File: src/irq_route_pkg.sv
// constants, register map and shared types for the dual-core interrupt router
// assumes a single 10 MHz clock, active-low asynchronous reset, AXI4-Lite register access
//
// What this block does
// - each core's controller has 32 interrupt inputs, same sources except gpio bank
// - gpio bank interrupt for each core is generated independently per core
// - only inputs 0 to 25 come from peripherals; 26 to 31 are tied low
// - software pending set for inputs 26 to 31 still enters the handler
// - inputs 0-3 timers, 4 pwm wrap, 5 usb, 6 execute-in-place, 7-10 programmable io
// - 11-12 dma, 13 gpio bank, 14 qspi, 15-16 core io, 17 clocks, 18-25 serial, adc, rtc
// - input 6 comes from the synchronous serial interface of execute-in-place block
// - higher-priority pending interrupt preempts a running lower-priority handler, which resumes later
// - priority uses top two bits of an 8-bit field; level 0 most urgent
// - on equal priority level the lower interrupt number wins
// - each core's nonmaskable interrupt is OR of the 26 lines ANDed with its mask
// - two nonmaskable mask registers, one per core, one bit per system interrupt
// - inputs accept both level-sensitive and pulse-sensitive interrupt lines
package irq_route_pkg;
	localparam int num_inputs = 32;
	localparam int num_sys = 26;
	localparam int num_pri_levels = 4;
	localparam int prio_width = 8;
	localparam int prio_msb = 7;
	localparam int prio_lsb = 6;
	localparam int gpio_bank_input = 13;
	localparam int xip_input = 6;
	localparam int core_io0_input = 15;
	localparam int core_io1_input = 16;
	// register map, byte addresses
	localparam logic [7:0] addr_enable0 = 8'h00;
	localparam logic [7:0] addr_enable1 = 8'h04;
	localparam logic [7:0] addr_pending_set0 = 8'h08;
	localparam logic [7:0] addr_pending_set1 = 8'h0c;
	localparam logic [7:0] addr_pending_clr0 = 8'h10;
	localparam logic [7:0] addr_pending_clr1 = 8'h14;
	localparam logic [7:0] addr_pending0 = 8'h18;
	localparam logic [7:0] addr_pending1 = 8'h1c;
	localparam logic [7:0] addr_core0_nonmaskable_mask = 8'h20;
	localparam logic [7:0] addr_core1_nonmaskable_mask = 8'h24;
	localparam logic [7:0] addr_active0 = 8'h28;
	localparam logic [7:0] addr_active1 = 8'h2c;
	localparam logic [7:0] addr_complete0 = 8'h30;
	localparam logic [7:0] addr_complete1 = 8'h34;
	localparam logic [7:0] addr_irq_status = 8'h38;
	localparam logic [7:0] addr_irq_enable = 8'h3c;
	localparam logic [7:0] addr_irq_clear = 8'h40;
	localparam logic [7:0] addr_prio_base0 = 8'h80; // 8 words per core
	localparam logic [7:0] addr_prio_base1 = 8'ha0;
	localparam logic [31:0] mask_reset = 32'h0000_0000;
	localparam logic [1:0] resp_okay = 2'h0;
	localparam logic [1:0] resp_slverr = 2'h2;
	localparam logic [4:0] no_irq = 5'h1f;
	typedef struct packed {
		logic take;
		logic [4:0] num;
		logic [1:0] level;
	} pick_type;
endpackage

File: src/irq_arb_if.sv
// carrier between the router top and the per-core arbiter
// assumes both ends run on the same clock
interface irq_arb_if;
	logic [31:0] pending;
	logic [31:0] enable;
	logic [63:0] levels;
	logic [2:0] running;
	logic take;
	logic [4:0] num;
	logic [1:0] level;
	modport router (output pending, enable, levels, running, input take, num, level);
	modport arbiter (input pending, enable, levels, running, output take, num, level);
endinterface

File: src/irq_core_arb.sv
// per-core priority pick: lowest level first, then lowest number
// purely combinational; the top registers its outputs
module irq_core_arb
	import irq_route_pkg::*;
(
	irq_arb_if.arbiter arb // request and answer of one core
);
	always_comb begin
		logic [2:0] best;
		best = 3'h4;
		arb.take = 1'b0;
		arb.num = no_irq;
		arb.level = 2'h3;
		for (int i = 0; i < num_inputs; i++) begin
			// strict less keeps the lower number on ties
			if (arb.pending[i] && arb.enable[i] && {1'b0, arb.levels[2*i +: 2]} < best) begin
				best = {1'b0, arb.levels[2*i +: 2]};
				arb.num = 5'(i);
				arb.level = arb.levels[2*i +: 2];
			end
		end
		// preempt only when strictly more urgent than the running level
		arb.take = (best < arb.running);
	end
endmodule // irq_core_arb

File: src/irq_router.sv
// dual-core interrupt router with priority pick, preemption stack and nonmaskable generation
// assumes the core acknowledges a delivered interrupt by writing the complete register
//
// Decided for this implementation: the AXI4-Lite register port and the register addresses.
module irq_router
	import irq_route_pkg::*;
(
	input wire logic clk, // 10 MHz
	input wire logic rstn, // async reset, active low
	input wire logic [num_sys-1:0] sys_irq, // peripheral lines, gpio bank slot unused
	input wire logic [1:0] gpio_bank_irq, // per-core gpio bank interrupt
	input wire logic [num_sys-1:0] pulse_mode, // 1: line is pulse, 0: level
	input wire logic [31:0] s_axi_awaddr, // write address
	input wire logic s_axi_awvalid, // write address valid
	output logic s_axi_awready, // write address ready
	input wire logic [31:0] s_axi_wdata, // write data
	input wire logic [3:0] s_axi_wstrb, // byte strobes
	input wire logic s_axi_wvalid, // write data valid
	output logic s_axi_wready, // write data ready
	output logic [1:0] s_axi_bresp, // write response
	output logic s_axi_bvalid, // write response valid
	input wire logic s_axi_bready, // write response ready
	input wire logic [31:0] s_axi_araddr, // read address
	input wire logic s_axi_arvalid, // read address valid
	output logic s_axi_arready, // read address ready
	output logic [31:0] s_axi_rdata, // read data
	output logic [1:0] s_axi_rresp, // read response
	output logic s_axi_rvalid, // read valid
	input wire logic s_axi_rready, // read ready
	output logic [1:0] core_irq, // interrupt request per core
	output logic [9:0] core_irq_num, // 5-bit vector per core
	output logic [1:0] core_nmi, // nonmaskable per core
	output logic irq // block event interrupt
);
	// ---------------------------------------------------------------
	// state
	// ---------------------------------------------------------------
	logic [31:0] enable [2];
	logic [31:0] pending [2];
	logic [31:0] active [2];
	logic [7:0] prio [2][num_inputs];
	logic [num_sys-1:0] core0_nonmaskable_mask;
	logic [num_sys-1:0] core1_nonmaskable_mask;
	logic [num_sys-1:0] line_prev [2];
	logic [1:0] irq_status;
	logic [1:0] irq_enable;
	logic [31:0] wr_addr;
	logic [31:0] wr_data;
	logic [3:0] wr_strb;
	logic have_aw;
	logic have_w;
	pick_type pick [2];

	function automatic logic [31:0] byte_merge(input logic [31:0] old, input logic [31:0] d, input logic [3:0] s);
		logic [31:0] r;
		r = old;
		for (int b = 0; b < 4; b++)
			if (s[b]) r[8*b +: 8] = d[8*b +: 8];
		return r;
	endfunction

	// highest running level of a core: lowest level among active handlers, 4 when idle
	function automatic logic [2:0] running_level(input logic [31:0] act, input int c);
		logic [2:0] r;
		r = 3'h4;
		for (int i = 0; i < num_inputs; i++)
			if (act[i] && {1'b0, prio[c][i][prio_msb:prio_lsb]} < r)
				r = {1'b0, prio[c][i][prio_msb:prio_lsb]};
		return r;
	endfunction

	// ---------------------------------------------------------------
	// per-core source vectors
	// ---------------------------------------------------------------
	logic [31:0] line [2];
	always_comb begin
		for (int c = 0; c < 2; c++) begin
			line[c] = 32'h0; // 26..31 stay low from hardware
			line[c][num_sys-1:0] = sys_irq; // same sources to both cores, 0..25 numbering
			line[c][gpio_bank_input] = gpio_bank_irq[c]; // independent per core
		end
	end

	// ---------------------------------------------------------------
	// arbiters
	// ---------------------------------------------------------------
	irq_arb_if arb0 ();
	irq_arb_if arb1 ();
	irq_core_arb u_arb0 (.arb(arb0));
	irq_core_arb u_arb1 (.arb(arb1));
	always_comb begin
		arb0.pending = pending[0];
		arb1.pending = pending[1];
		arb0.enable = enable[0];
		arb1.enable = enable[1];
		for (int i = 0; i < num_inputs; i++) begin
			arb0.levels[2*i +: 2] = prio[0][i][prio_msb:prio_lsb];
			arb1.levels[2*i +: 2] = prio[1][i][prio_msb:prio_lsb];
		end
		arb0.running = running_level(active[0], 0);
		arb1.running = running_level(active[1], 1);
		pick[0] = '{take: arb0.take, num: arb0.num, level: arb0.level};
		pick[1] = '{take: arb1.take, num: arb1.num, level: arb1.level};
	end

	// ---------------------------------------------------------------
	// axi4-lite slave
	// ---------------------------------------------------------------
	wire do_write = have_aw && have_w && !s_axi_bvalid;
	wire do_read = s_axi_arvalid && s_axi_arready;
	wire [7:0] waddr = wr_addr[7:0];
	wire wmapped = (wr_addr[31:8] == 24'h0) && (wr_addr[1:0] == 2'h0);

	always_ff @(posedge clk or negedge rstn) begin
		if (!rstn) begin
			have_aw <= 1'b0;
			have_w <= 1'b0;
			wr_addr <= 32'h0;
			wr_data <= 32'h0;
			wr_strb <= 4'h0;
			s_axi_awready <= 1'b1;
			s_axi_wready <= 1'b1;
			s_axi_bvalid <= 1'b0;
			s_axi_bresp <= resp_okay;
		end else begin
			if (s_axi_awvalid && s_axi_awready) begin
				have_aw <= 1'b1;
				wr_addr <= s_axi_awaddr;
				s_axi_awready <= 1'b0;
			end
			if (s_axi_wvalid && s_axi_wready) begin
				have_w <= 1'b1;
				wr_data <= s_axi_wdata;
				wr_strb <= s_axi_wstrb;
				s_axi_wready <= 1'b0;
			end
			if (do_write) begin
				have_aw <= 1'b0;
				have_w <= 1'b0;
				s_axi_bvalid <= 1'b1;
				s_axi_bresp <= wmapped ? resp_okay : resp_slverr;
			end
			if (s_axi_bvalid && s_axi_bready) begin
				s_axi_bvalid <= 1'b0;
				s_axi_awready <= 1'b1;
				s_axi_wready <= 1'b1;
			end
		end
	end

	always_ff @(posedge clk or negedge rstn) begin
		if (!rstn) begin
			s_axi_arready <= 1'b1;
			s_axi_rvalid <= 1'b0;
			s_axi_rdata <= 32'h0;
			s_axi_rresp <= resp_okay;
		end else begin
			if (do_read) begin
				s_axi_arready <= 1'b0;
				s_axi_rvalid <= 1'b1;
				s_axi_rresp <= resp_okay;
				s_axi_rdata <= 32'h0;
				if (s_axi_araddr[31:8] != 24'h0 || s_axi_araddr[1:0] != 2'h0)
					s_axi_rresp <= resp_slverr;
				else if (s_axi_araddr[7] == 1'b1)
					for (int b = 0; b < 4; b++)
						s_axi_rdata[8*b +: 8] <= prio[s_axi_araddr[5]][{s_axi_araddr[4:2], 2'(b)}];
				else
					unique case (s_axi_araddr[7:0])
						addr_enable0: s_axi_rdata <= enable[0];
						addr_enable1: s_axi_rdata <= enable[1];
						addr_pending0, addr_pending_set0: s_axi_rdata <= pending[0];
						addr_pending1, addr_pending_set1: s_axi_rdata <= pending[1];
						addr_core0_nonmaskable_mask: s_axi_rdata <= 32'(core0_nonmaskable_mask);
						addr_core1_nonmaskable_mask: s_axi_rdata <= 32'(core1_nonmaskable_mask);
						addr_active0: s_axi_rdata <= active[0];
						addr_active1: s_axi_rdata <= active[1];
						addr_irq_status: s_axi_rdata <= 32'(irq_status);
						addr_irq_enable: s_axi_rdata <= 32'(irq_enable);
						addr_pending_clr0, addr_pending_clr1, addr_complete0, addr_complete1,
						addr_irq_clear: s_axi_rdata <= 32'h0;
						default: s_axi_rresp <= resp_slverr;
					endcase
			end else if (s_axi_rvalid && s_axi_rready) begin
				s_axi_rvalid <= 1'b0;
				s_axi_arready <= 1'b1;
			end
		end
	end

	// ---------------------------------------------------------------
	// configuration registers
	// ---------------------------------------------------------------
	always_ff @(posedge clk or negedge rstn) begin
		if (!rstn) begin
			enable[0] <= 32'h0;
			enable[1] <= 32'h0;
			core0_nonmaskable_mask <= num_sys'(mask_reset);
			core1_nonmaskable_mask <= num_sys'(mask_reset);
			irq_enable <= 2'h0;
			for (int c = 0; c < 2; c++)
				for (int i = 0; i < num_inputs; i++)
					prio[c][i] <= 8'h00;
		end else if (do_write && wmapped) begin
			if (waddr[7])
				for (int b = 0; b < 4; b++)
					if (wr_strb[b]) prio[waddr[5]][{waddr[4:2], 2'(b)}] <= wr_data[8*b +: 8];
			unique case (waddr)
				addr_enable0: enable[0] <= byte_merge(enable[0], wr_data, wr_strb);
				addr_enable1: enable[1] <= byte_merge(enable[1], wr_data, wr_strb);
				addr_core0_nonmaskable_mask: core0_nonmaskable_mask <=
					num_sys'(byte_merge(32'(core0_nonmaskable_mask), wr_data, wr_strb));
				addr_core1_nonmaskable_mask: core1_nonmaskable_mask <=
					num_sys'(byte_merge(32'(core1_nonmaskable_mask), wr_data, wr_strb));
				addr_irq_enable: irq_enable <= wr_data[1:0];
				default: ;
			endcase
		end
	end

	// ---------------------------------------------------------------
	// pending, active and delivery per core
	// ---------------------------------------------------------------
	always_ff @(posedge clk or negedge rstn) begin
		if (!rstn) begin
			for (int c = 0; c < 2; c++) begin
				pending[c] <= 32'h0;
				active[c] <= 32'h0;
				line_prev[c] <= '0;
			end
			core_irq <= 2'h0;
			core_irq_num <= 10'h0;
		end else begin
			for (int c = 0; c < 2; c++) begin
				logic [31:0] set;
				logic [31:0] clr;
				logic [31:0] lvl;
				set = 32'h0;
				clr = 32'h0;
				line_prev[c] <= line[c][num_sys-1:0];
				// pulse lines latch on a rising edge, level lines set pending in every cycle the line is high
				for (int i = 0; i < num_sys; i++)
					set[i] = pulse_mode[i] ? (line[c][i] && !line_prev[c][i]) : line[c][i];
				if (do_write && wmapped && waddr == (c == 0 ? addr_pending_set0 : addr_pending_set1))
					set = set | wr_data; // reaches 26..31 too
				if (do_write && wmapped && waddr == (c == 0 ? addr_pending_clr0 : addr_pending_clr1))
					clr = wr_data;
				if (pick[c].take)
					clr[pick[c].num] = 1'b1;
				lvl = (pending[c] & ~clr) | set; // set wins over clear
				pending[c] <= lvl;
				if (pick[c].take)
					active[c][pick[c].num] <= 1'b1; // nested on top of lower handler
				if (do_write && wmapped && waddr == (c == 0 ? addr_complete0 : addr_complete1))
					active[c] <= (pick[c].take ? (active[c] | (32'h1 << pick[c].num)) : active[c]) & ~wr_data;
				core_irq[c] <= pick[c].take;
				if (pick[c].take)
					core_irq_num[5*c +: 5] <= pick[c].num;
			end
		end
	end

	// ---------------------------------------------------------------
	// nonmaskable and block event interrupt
	// ---------------------------------------------------------------
	always_ff @(posedge clk or negedge rstn) begin
		if (!rstn) begin
			core_nmi <= 2'h0;
		end else begin
			core_nmi[0] <= |(line[0][num_sys-1:0] & core0_nonmaskable_mask);
			core_nmi[1] <= |(line[1][num_sys-1:0] & core1_nonmaskable_mask);
		end
	end

	// status bit per core: a delivery happened; a set wins over a clear in the same cycle
	always_ff @(posedge clk or negedge rstn) begin
		if (!rstn) begin
			irq_status <= 2'h0;
			irq <= 1'b0;
		end else begin
			logic [1:0] clr;
			clr = (do_write && wmapped && waddr == addr_irq_clear) ? wr_data[1:0] : 2'h0;
			irq_status <= (irq_status & ~clr) | {pick[1].take, pick[0].take};
			irq <= |(((irq_status & ~clr) | {pick[1].take, pick[0].take}) & irq_enable);
		end
	end

	// ---------------------------------------------------------------
	// checks
	// ---------------------------------------------------------------
	// inputs of core 0 at the most urgent level; lower numbers at other levels may legally wait
	logic [31:0] urgent0;
	always_comb begin
		for (int i = 0; i < num_inputs; i++)
			urgent0[i] = (prio[0][i][prio_msb:prio_lsb] == 2'h0);
	end
	chk_nmi_follows_mask: assert property (@(posedge clk) disable iff (!rstn)
		core_nmi[0] == $past(|(line[0][num_sys-1:0] & core0_nonmaskable_mask)))
		else $error("core0 nonmaskable does not follow masked lines");
	chk_nmi_reset_quiet: assert property (@(posedge clk) disable iff (!rstn)
		$rose(rstn) |-> core_nmi == 2'h0)
		else $error("nonmaskable active right after reset");
	chk_high_inputs_tied: assert property (@(posedge clk) disable iff (!rstn)
		line[0][31:num_sys] == '0 && line[1][31:num_sys] == '0)
		else $error("inputs 26 to 31 driven by hardware");
	chk_gpio_per_core: assert property (@(posedge clk) disable iff (!rstn)
		line[1][gpio_bank_input] == gpio_bank_irq[1] && line[0][gpio_bank_input] == gpio_bank_irq[0])
		else $error("gpio bank line not per core");
	chk_take_preempts: assert property (@(posedge clk) disable iff (!rstn)
		pick[0].take |-> {1'b0, pick[0].level} < arb0.running ##1 core_irq[0] && active[0][$past(pick[0].num)])
		else $error("delivery without preemption or activation");
	chk_take_lowest: assert property (@(posedge clk) disable iff (!rstn)
		(pick[0].take && pick[0].level == 2'h0) |->
			(pending[0] & enable[0] & urgent0 & ((32'h1 << pick[0].num) - 32'h1)) == 32'h0)
		else $error("lower number at level 0 overlooked");
	chk_soft_pending: assert property (@(posedge clk) disable iff (!rstn)
		(do_write && wmapped && waddr == addr_pending_set0 && wr_data[31]) |=> pending[0][31] || active[0][31])
		else $error("software pending for input 31 lost");
	chk_irq_enable_gate: assert property (@(posedge clk) disable iff (!rstn)
		irq |-> $past(irq_enable) != 2'h0)
		else $error("event interrupt raised while disabled");
endmodule // irq_router

File: config.mk
export PLATFORM = sky130hd
export DESIGN_NAME = irq_router
export DESIGN_NICKNAME = d
export VERILOG_FILES = /design/src/irq_route_pkg.sv /design/src/irq_arb_if.sv /design/src/irq_core_arb.sv /design/src/irq_router.sv
export SDC_FILE = /design/constraint.sdc
export NUM_CORES = 2
export LEC_CHECK = 0
export CAP_MARGIN = 20
export CORE_UTILIZATION = 45
export DETAILED_ROUTE_END_ITERATION = 16
export DONT_BUFFER_PORTS = 1
export MAX_ROUTING_LAYER = met4
export PLACE_DENSITY = 0.66
export SYNTH_ARGS = -nofsm -noshare
export SYNTH_HDL_FRONTEND = slang
export SYNTH_SLANG_ARGS = --single-unit
export TNS_END_PERCENT = 100
File: constraint.sdc
create_clock -name clk -period 50.7 [get_ports clk]
set_input_delay 7.605 -clock clk [delete_from_list [all_inputs] [get_ports clk]]
set_output_delay 7.605 -clock clk [all_outputs]
set_load 0.02 [all_outputs]
# Word level (Yosys, flattened, before mapping)
# Cells that the tools add are included.
# classes
n_lt_le_gt_ge	145
muxes	327
n_addsub	0
n_mul	0
n_eq_ne	27
div_mod_pow	0
shifts	2
n_reduce_logical	355
n_bitwise	33
# op_table
operator	n
two-way mux 512 bit	10
bitwise mux 512 bit	4
two-way mux 256 bit	7
demux 256 bit (select 1 bit)	4
two-way mux 32 bit	14
two-way mux 3 bit	128
less-than comparator 2 x 3 -> 1 bit	124
two-way mux 5 bit	64
one-hot mux 32 bit (10 select lines)	1
logical AND 1 bit	263
bitwise OR 32 bit	8
binary-select mux 8 bit (select 5 bit)	4
demux 8 bit (select 5 bit)	4
AND 32 bit	4
== test 8 x 6 -> 1 bit, second input constant	13
two-way mux 8 bit	12
NOT 32 bit	3
two-way mux 1 bit	68
bitwise OR 26 x 32 -> 32 bit	2
left shift 1 x 5 -> 32 bit, first input constant	2
logical NOT 1 bit	53
AND 26 bit	2
OR reduction 26 bit	2
== test 8 x 5 -> 1 bit, second input constant	6
27 further kinds	87
# word_totals
memories	0
ff_bits	938
elab_cells	995
out_inout_bits	56
inputBits	161
ramBits	0
latchBits	0
romBits	0

# Logic depth before layout (Yosys ltp)
# depth
word_depth	104
mapped_depth	216
depth_no_buf	214

# By module
# A second synthesis with hierarchy kept.
# unflattened
cells_unflattened	5408
area_unflattened_um2	56041.2
# modules_own_cells
module	instances	seq_area_each_um2	area_per_inst_um2	cells_per_inst
irq_router	1	22800.6	46594.7	3926
irq_core_arb	2	0.0	4723.3	741

# Worst setup path before layout
# Ideal clock, no wire load.
# synth_timing
path_kind	flip-flop to flip-flop
start	register pending (netlist bit arb1.pending[0])
end	register pending (netlist bit arb1.pending[28])
path_slack_ps	13560
path_buffers	2
path_stages_with_launch	210
setup_time_ps	122
t_required_ps	50578
arrival_time_ps	37019
period_less_slack_ps	37140
cell_sequence	dfrtp_1 -> nand3_1 -> ha_1 -> a21oi_1 -> or2_2 -> a32oi_1 -> ha_1 -> nor2_1 -> inv_1 -> a31oi_1 -> mux2i_1 -> inv_1 -> ha_1 -> nor2_1 -> nor2_1 -> nor2_1 -> a21oi_1 -> mux2_2 -> (+174 left out) -> a311oi_1 -> a21oi_1 -> ha_1 -> or2_2 -> a21oi_1 -> a221oi_1 -> buf_2 -> nor2_1 -> a21oi_1 -> ha_1 -> a221oi_1 -> o21ai_0 -> o32ai_4 -> nand3_1 -> or2_1 -> buf_2 -> or3_1 -> a32o_1
# synth_via
elab_chain_cells	104
word_cells_on_any_way	138
cone_classes	order compare (34); mux (67); bitwise (4); reduce/logical (33)
# synth_lines
element	line	source
start, declared	irq_router.sv:39	logic [31:0] pending [2];
start signal, assigned by index	irq_router.sv:251	pending[c] <= lvl;
logical AND 1 bit *	irq_core_arb.sv:16	if (arb.pending[i] && arb.enable[i] && {1'b0, arb.levels[2*i +: 2]} < best) begin
two-way mux 3 bit	irq_core_arb.sv:16	
less-than comparator 2 x 3 -> 1 bit	irq_core_arb.sv:16	
logical AND 1 bit	irq_core_arb.sv:16	
two-way mux 3 bit	irq_core_arb.sv:16	
less-than comparator 2 x 3 -> 1 bit	irq_core_arb.sv:16	
logical AND 1 bit	irq_core_arb.sv:16	
two-way mux 3 bit	irq_core_arb.sv:16	
(+88 left out)	--	
logical AND 1 bit (not written as such)	irq_router.sv:249	clr[pick[c].num] = 1'b1;
two-way mux 1 bit (not written as such)	irq_router.sv:249	
demux 1 bit (select 5 bit)	irq_router.sv:249	
bitwise OR 32 bit (no source line)	--	
two-way mux 32 bit *	irq_router.sv:248	if (pick[c].take)
NOT 32 bit *	irq_router.sv:250	lvl = (pending[c] & ~clr) | set;
AND 32 bit *	irq_router.sv:250	
bitwise OR 32 bit *	irq_router.sv:250	
# Mark *: on every way between the ends. The rest lies on a longest branch, timed or not.
# A chain may end at the register's enable or synchronous reset.

# Worst setup path in the final report
# Ends and elaborated chain as after synthesis.

==> results.env <==
STATUS='finished clean'
AVERAGE_SIZE_OF_A_MAPPED_CELL_SQ_UM=10.5
DRC=0
YS_SEQ_ELEMENTS=911
CTS_TREE='done'
PATH_CLK_SLEW_NS=0.06
VIAS_PER_CELL=6.68
REQUIRED_NS=51.31
CRIT_PATH_TOP_DELAY_CELL='sky130_fd_sc_hd__a41oi_1'
MET3_LENGTH_MM=22.2
WORSTMARGINPINSLEW_NS=1.28
NUMBER_OF_GLOBAL_ROUTE_VIAS_BEFORE_REPAIR=41399
MULTI_INPUT_GATE_AREA_SQ_MM=0.0293
CTS_ROOT_BUF='sky130_fd_sc_hd__clkbuf_16'
SYN-INSTANCE-COUNT=5069
FIRST_ITER_VIOLATIONS=5994
FINAL_NETS=5298
FIRST_PASS_GRT_WIRE_LENGTH_MM=280
COUNT_OF_FLIP_FLOPS_WITH_A_BUILT_IN_ENABLE_AFTER_SYNTHESIS=0
GRT_ANTENNA_BEFORE_REPAIR=19
TIMING.CRITICAL_PATH.ARRIVAL_NS=45.98
CRITICAL_PATH.MAX_FANOUT=19
H-TREE-DEPTH=3
GP_CONGESTION=1.04
NETLIST_AREA_SQ_MM=0.0534
CRITICAL_PATH.MOST_COMMON_CELL='sky130_fd_sc_hd__ha_1'
DIE_AREA_SQ_MM=0.120
FIN_SETUP_TNS_NS=0
SYNTH-SEQ-AREA-SHARE_PCT=42.7
LAYOUT_UTILIZATION_PCT=50.0
POSTROUTEANTENNANETS=0
WORST_R2R_PATH_DEPTH=210
CTS-RESIZED-GATES=0
DESIGN.CORE.AREA_SQ_MM=0.118
SETUP.WORST_PATH.START='arb1.pending[0]'
DIE_HEIGHT_UM=346
WORST_SLACK_NS=5.33
KIND_OF_START_POINT_OF_THE_CRITICAL_PATH='flip-flop'
PEAKVDDDROP_mV=0.0316
TOTALWIRELENGTH_MM=191
GLOBALROUTETOTALUTIL_PCT=32.3
NUMBER_OF_PORT_BUFFERS=0
MAX_STAGE_DELAY_NS=0.54
REGISTER_AREA_SQ_MM=0.0228
FLOORPLAN.DIE.WIDTH_UM=346
ENDPOINT_KIND='flip-flop'
GRT_SETUP_UNREPAIRED='no'
CTS-HOLD-FIX-BUFFERS=0
WORST_SLEW_MARGIN_RELATIVE_TO_ITS_LIMIT_PCT=14.8
INITIAL_CORE_UTILIZATION_PCT=45.3
MET2_WIRELENGTH_MM=81.2
POSTCTSSETUPBUFFERS=0
CLK_LATENCY_NS=0.75
HOLD_PATH.CLASS='reg -> reg'
POST_ROUTE_CLOCK_PERIOD_UTILIZATION_PCT=89.5
MAX_CAP_VIOL_COUNT=0
WORSTREG2REGEND='arb1.pending[28]'
GRT_START_MAX_NET_PINS=912
FRACTION_OF_FINAL_LAYOUT_CELLS_WITH_DRIVE_STRENGTH_GREATER_THAN_1_PCT=23.6
STATIC-LEAKAGE-POWER_nW=26.0
DRT_FIRST_PASS_ITERS=11
WL_PER_CELL_UM=28.7
LAYOUT.FILLER_CELLS=10368
POST_SYNTH_NUM_CELL_TYPES=93
TRITONCTS.NUM_BUFFERS=103
MAX_FREQ_MHz=22.0
BOUNDARYPINS=217
ROUTE.LAYER.MET1.WL_MM=77.4
FINCLKSKEW_NS=0.0519
CTS_SINKS=911
PRECTSSETUPSLACK_NS=6.96
POWER_PER_CELL_AREA_mW_PER_MM2=31.5
SYNTH_FLOP_CELL='sky130_fd_sc_hd__dfrtp_1'
WORST-SETUP-PATH-TYPE='reg -> reg'
HIGHEST-SIGNAL-LAYER='met4'
SLEW_VIOLATIONS=0
YOSYSWARNINGS=0
REG_TO_REG_START='arb1.pending[0]'
FIN_WORST_HOLD_SLACK_NS=0.499
GRT.OVERFLOW.TOTAL=0
FINAL_PERIOD_MINUS_WORST_SETUP_SLACK_NS=45.37
FINAL_HOLD_VIOL_COUNT=0
ROWS=126
CTS_MAX_PATH_BUFFERS=3
ASYNC_RESET_FF_SHARE_PCT=100
DETAILED_PLACE_HPWL_MM=139
AREA_OVERHEAD_OF_THE_LAYOUT_RELATIVE_TO_SYNTHESIS_PCT=10.2
CP-ENDPOINT='arb1.pending[28]'
ROUTED-VIA-COUNT=44453
FINALSETUPVIOLATIONS=0
SETUP.REG_TO_REG.WORST_SLACK_NS=5.33
Yosys cell counts (52+ instances only):
library cell | instances | area share [%]
sky130_fd_sc_hd__o21ai_0 | 285 | 2.7
sky130_fd_sc_hd__nand2_1 | 526 | 3.7
sky130_fd_sc_hd__nand2b_1 | 81 | 0.95
sky130_fd_sc_hd__mux2_2 | 677 | 14
sky130_fd_sc_hd__nor2_1 | 377 | 2.7
sky130_fd_sc_hd__mux4_2 | 160 | 6.7
sky130_fd_sc_hd__a31oi_1 | 60 | 0.70
sky130_fd_sc_hd__ha_1 | 128 | 3.0
sky130_fd_sc_hd__inv_1 | 120 | 0.84
sky130_fd_sc_hd__o21a_1 | 52 | 0.73
sky130_fd_sc_hd__nand3_1 | 110 | 1.0
sky130_fd_sc_hd__nor3_1 | 73 | 0.68
sky130_fd_sc_hd__a2bb2oi_1 | 55 | 0.90
sky130_fd_sc_hd__dfrtp_1 | 908 | 43
sky130_fd_sc_hd__a21oi_1 | 245 | 2.3
sky130_fd_sc_hd__clkbuf_1 | 213 | 1.5
layer usage:
layer / vias to the layer above / track usage (%)
li1: 19125 / -
met1: 22386 / 42.9
met2: 2514 / 45.2
met3: 428 / 8.97
met4: 0 / 15.8
met5: - / -
layout make-up:
type,instances,share of cell area [%]
Timing Repair Buffer,79,1.24
Multi-Input combinational cell,3793,49.7
Tap cell,1536,3.27
Antenna cell,25,0.106
Clock inverter,45,1.14
Clock buffer,148,4.96
Sequential cell,911,38.8
Inverter,121,0.772
where the power goes:
group | internal (mW) | switching (mW)
Sequential | 0.761 | 0.147
Combinational | 0.0597 | 0.0914
Clock | 0.465 | 0.329
Total | 1.29 | 0.568
flip-flops by register name, summed over array words and instances (netlist names), 2 cells and up:
register	count
prio	384
active	64
arb0.levels	64
arb1.levels	64
arb0.enable	32
arb0.pending	32
arb1.enable	32
arb1.pending	32
s_axi_rdata	32
wr_addr	32
wr_data	32
line_prev	27
core0_nonmaskable_mask	26
core1_nonmaskable_mask	26
core_irq_num	10
wr_strb	4
core_irq	2
core_nmi	2
irq_enable	2
irq_status	2
cell usage in the layout, fill, tap and decap left out, types with 42 or more instances in the layout:
cell type,netlist,routed
sky130_fd_sc_hd__o21a_1,52,52
sky130_fd_sc_hd__a21o_1,48,48
sky130_fd_sc_hd__inv_1,120,120
sky130_fd_sc_hd__buf_4,2,61
sky130_fd_sc_hd__nor2_1,377,363
sky130_fd_sc_hd__a31oi_1,60,60
sky130_fd_sc_hd__a22oi_1,43,43
sky130_fd_sc_hd__mux2_2,677,677
sky130_fd_sc_hd__dfrtp_1,908,903
sky130_fd_sc_hd__o21ai_0,285,285
sky130_fd_sc_hd__ha_1,128,128
sky130_fd_sc_hd__a21oi_1,245,245
sky130_fd_sc_hd__mux4_2,160,160
sky130_fd_sc_hd__a221oi_1,42,42
sky130_fd_sc_hd__nand3_1,110,110
sky130_fd_sc_hd__clkbuf_16,0,104
sky130_fd_sc_hd__nand2_1,526,524
sky130_fd_sc_hd__nand2b_1,81,81
sky130_fd_sc_hd__a2bb2oi_1,55,55
sky130_fd_sc_hd__nor3_1,73,69
logic make-up after synthesis:
group | Yosys count | share of synthesized area [%]
AO/OA/AOI/OAI | 1318 | 17.1
adder cells (fa/ha/maj) | 128 | 3.00
buffers and inverters | 366 | 2.63
flip-flops | 911 | 42.7
multiplexers | 859 | 21.4
other | 1 | 0.00702
AND/OR/NAND/NOR | 1486 | 13.1
worst min-delay path by stage:
stage,cells past startpoint,slack [ns],end,startpoint
final,1,0.50,have_aw,have_aw
after global routing,1,0.51,prio[155],prio[155]
after CTS,1,0.50,have_aw,have_aw
after detailed placement,1,0.49,prio[32],prio[32]
after global placement,1,0.47,have_aw,have_aw
after floorplan,1,0.46,have_aw,have_aw
per-stage QoR:
stage | cells | area, sq um | power (mW)
after floorplan | 5070 | 53400 | 0.953
after global placement | 6420 | 54900 | 1.04
after detailed placement | 6420 | 54900 | 1.04
after CTS | 6613 | 58500 | 1.83
after global routing | 6652 | 58800 | 1.90
final | 6658 | 58800 | 1.85
worst max-delay path: cells and delay by family, from the launching register on:
kind / cells / cell delay [ns]
simple gates: 66 / 12.11
fa+ha+maj: 32 / 8.51
compound gates: 96 / 21.42
buf+inv: 12 / 1.44
mux: 4 / 1.24
flops: 1 / 0.50
Note: power is estimated with default switching activity, not from simulation.
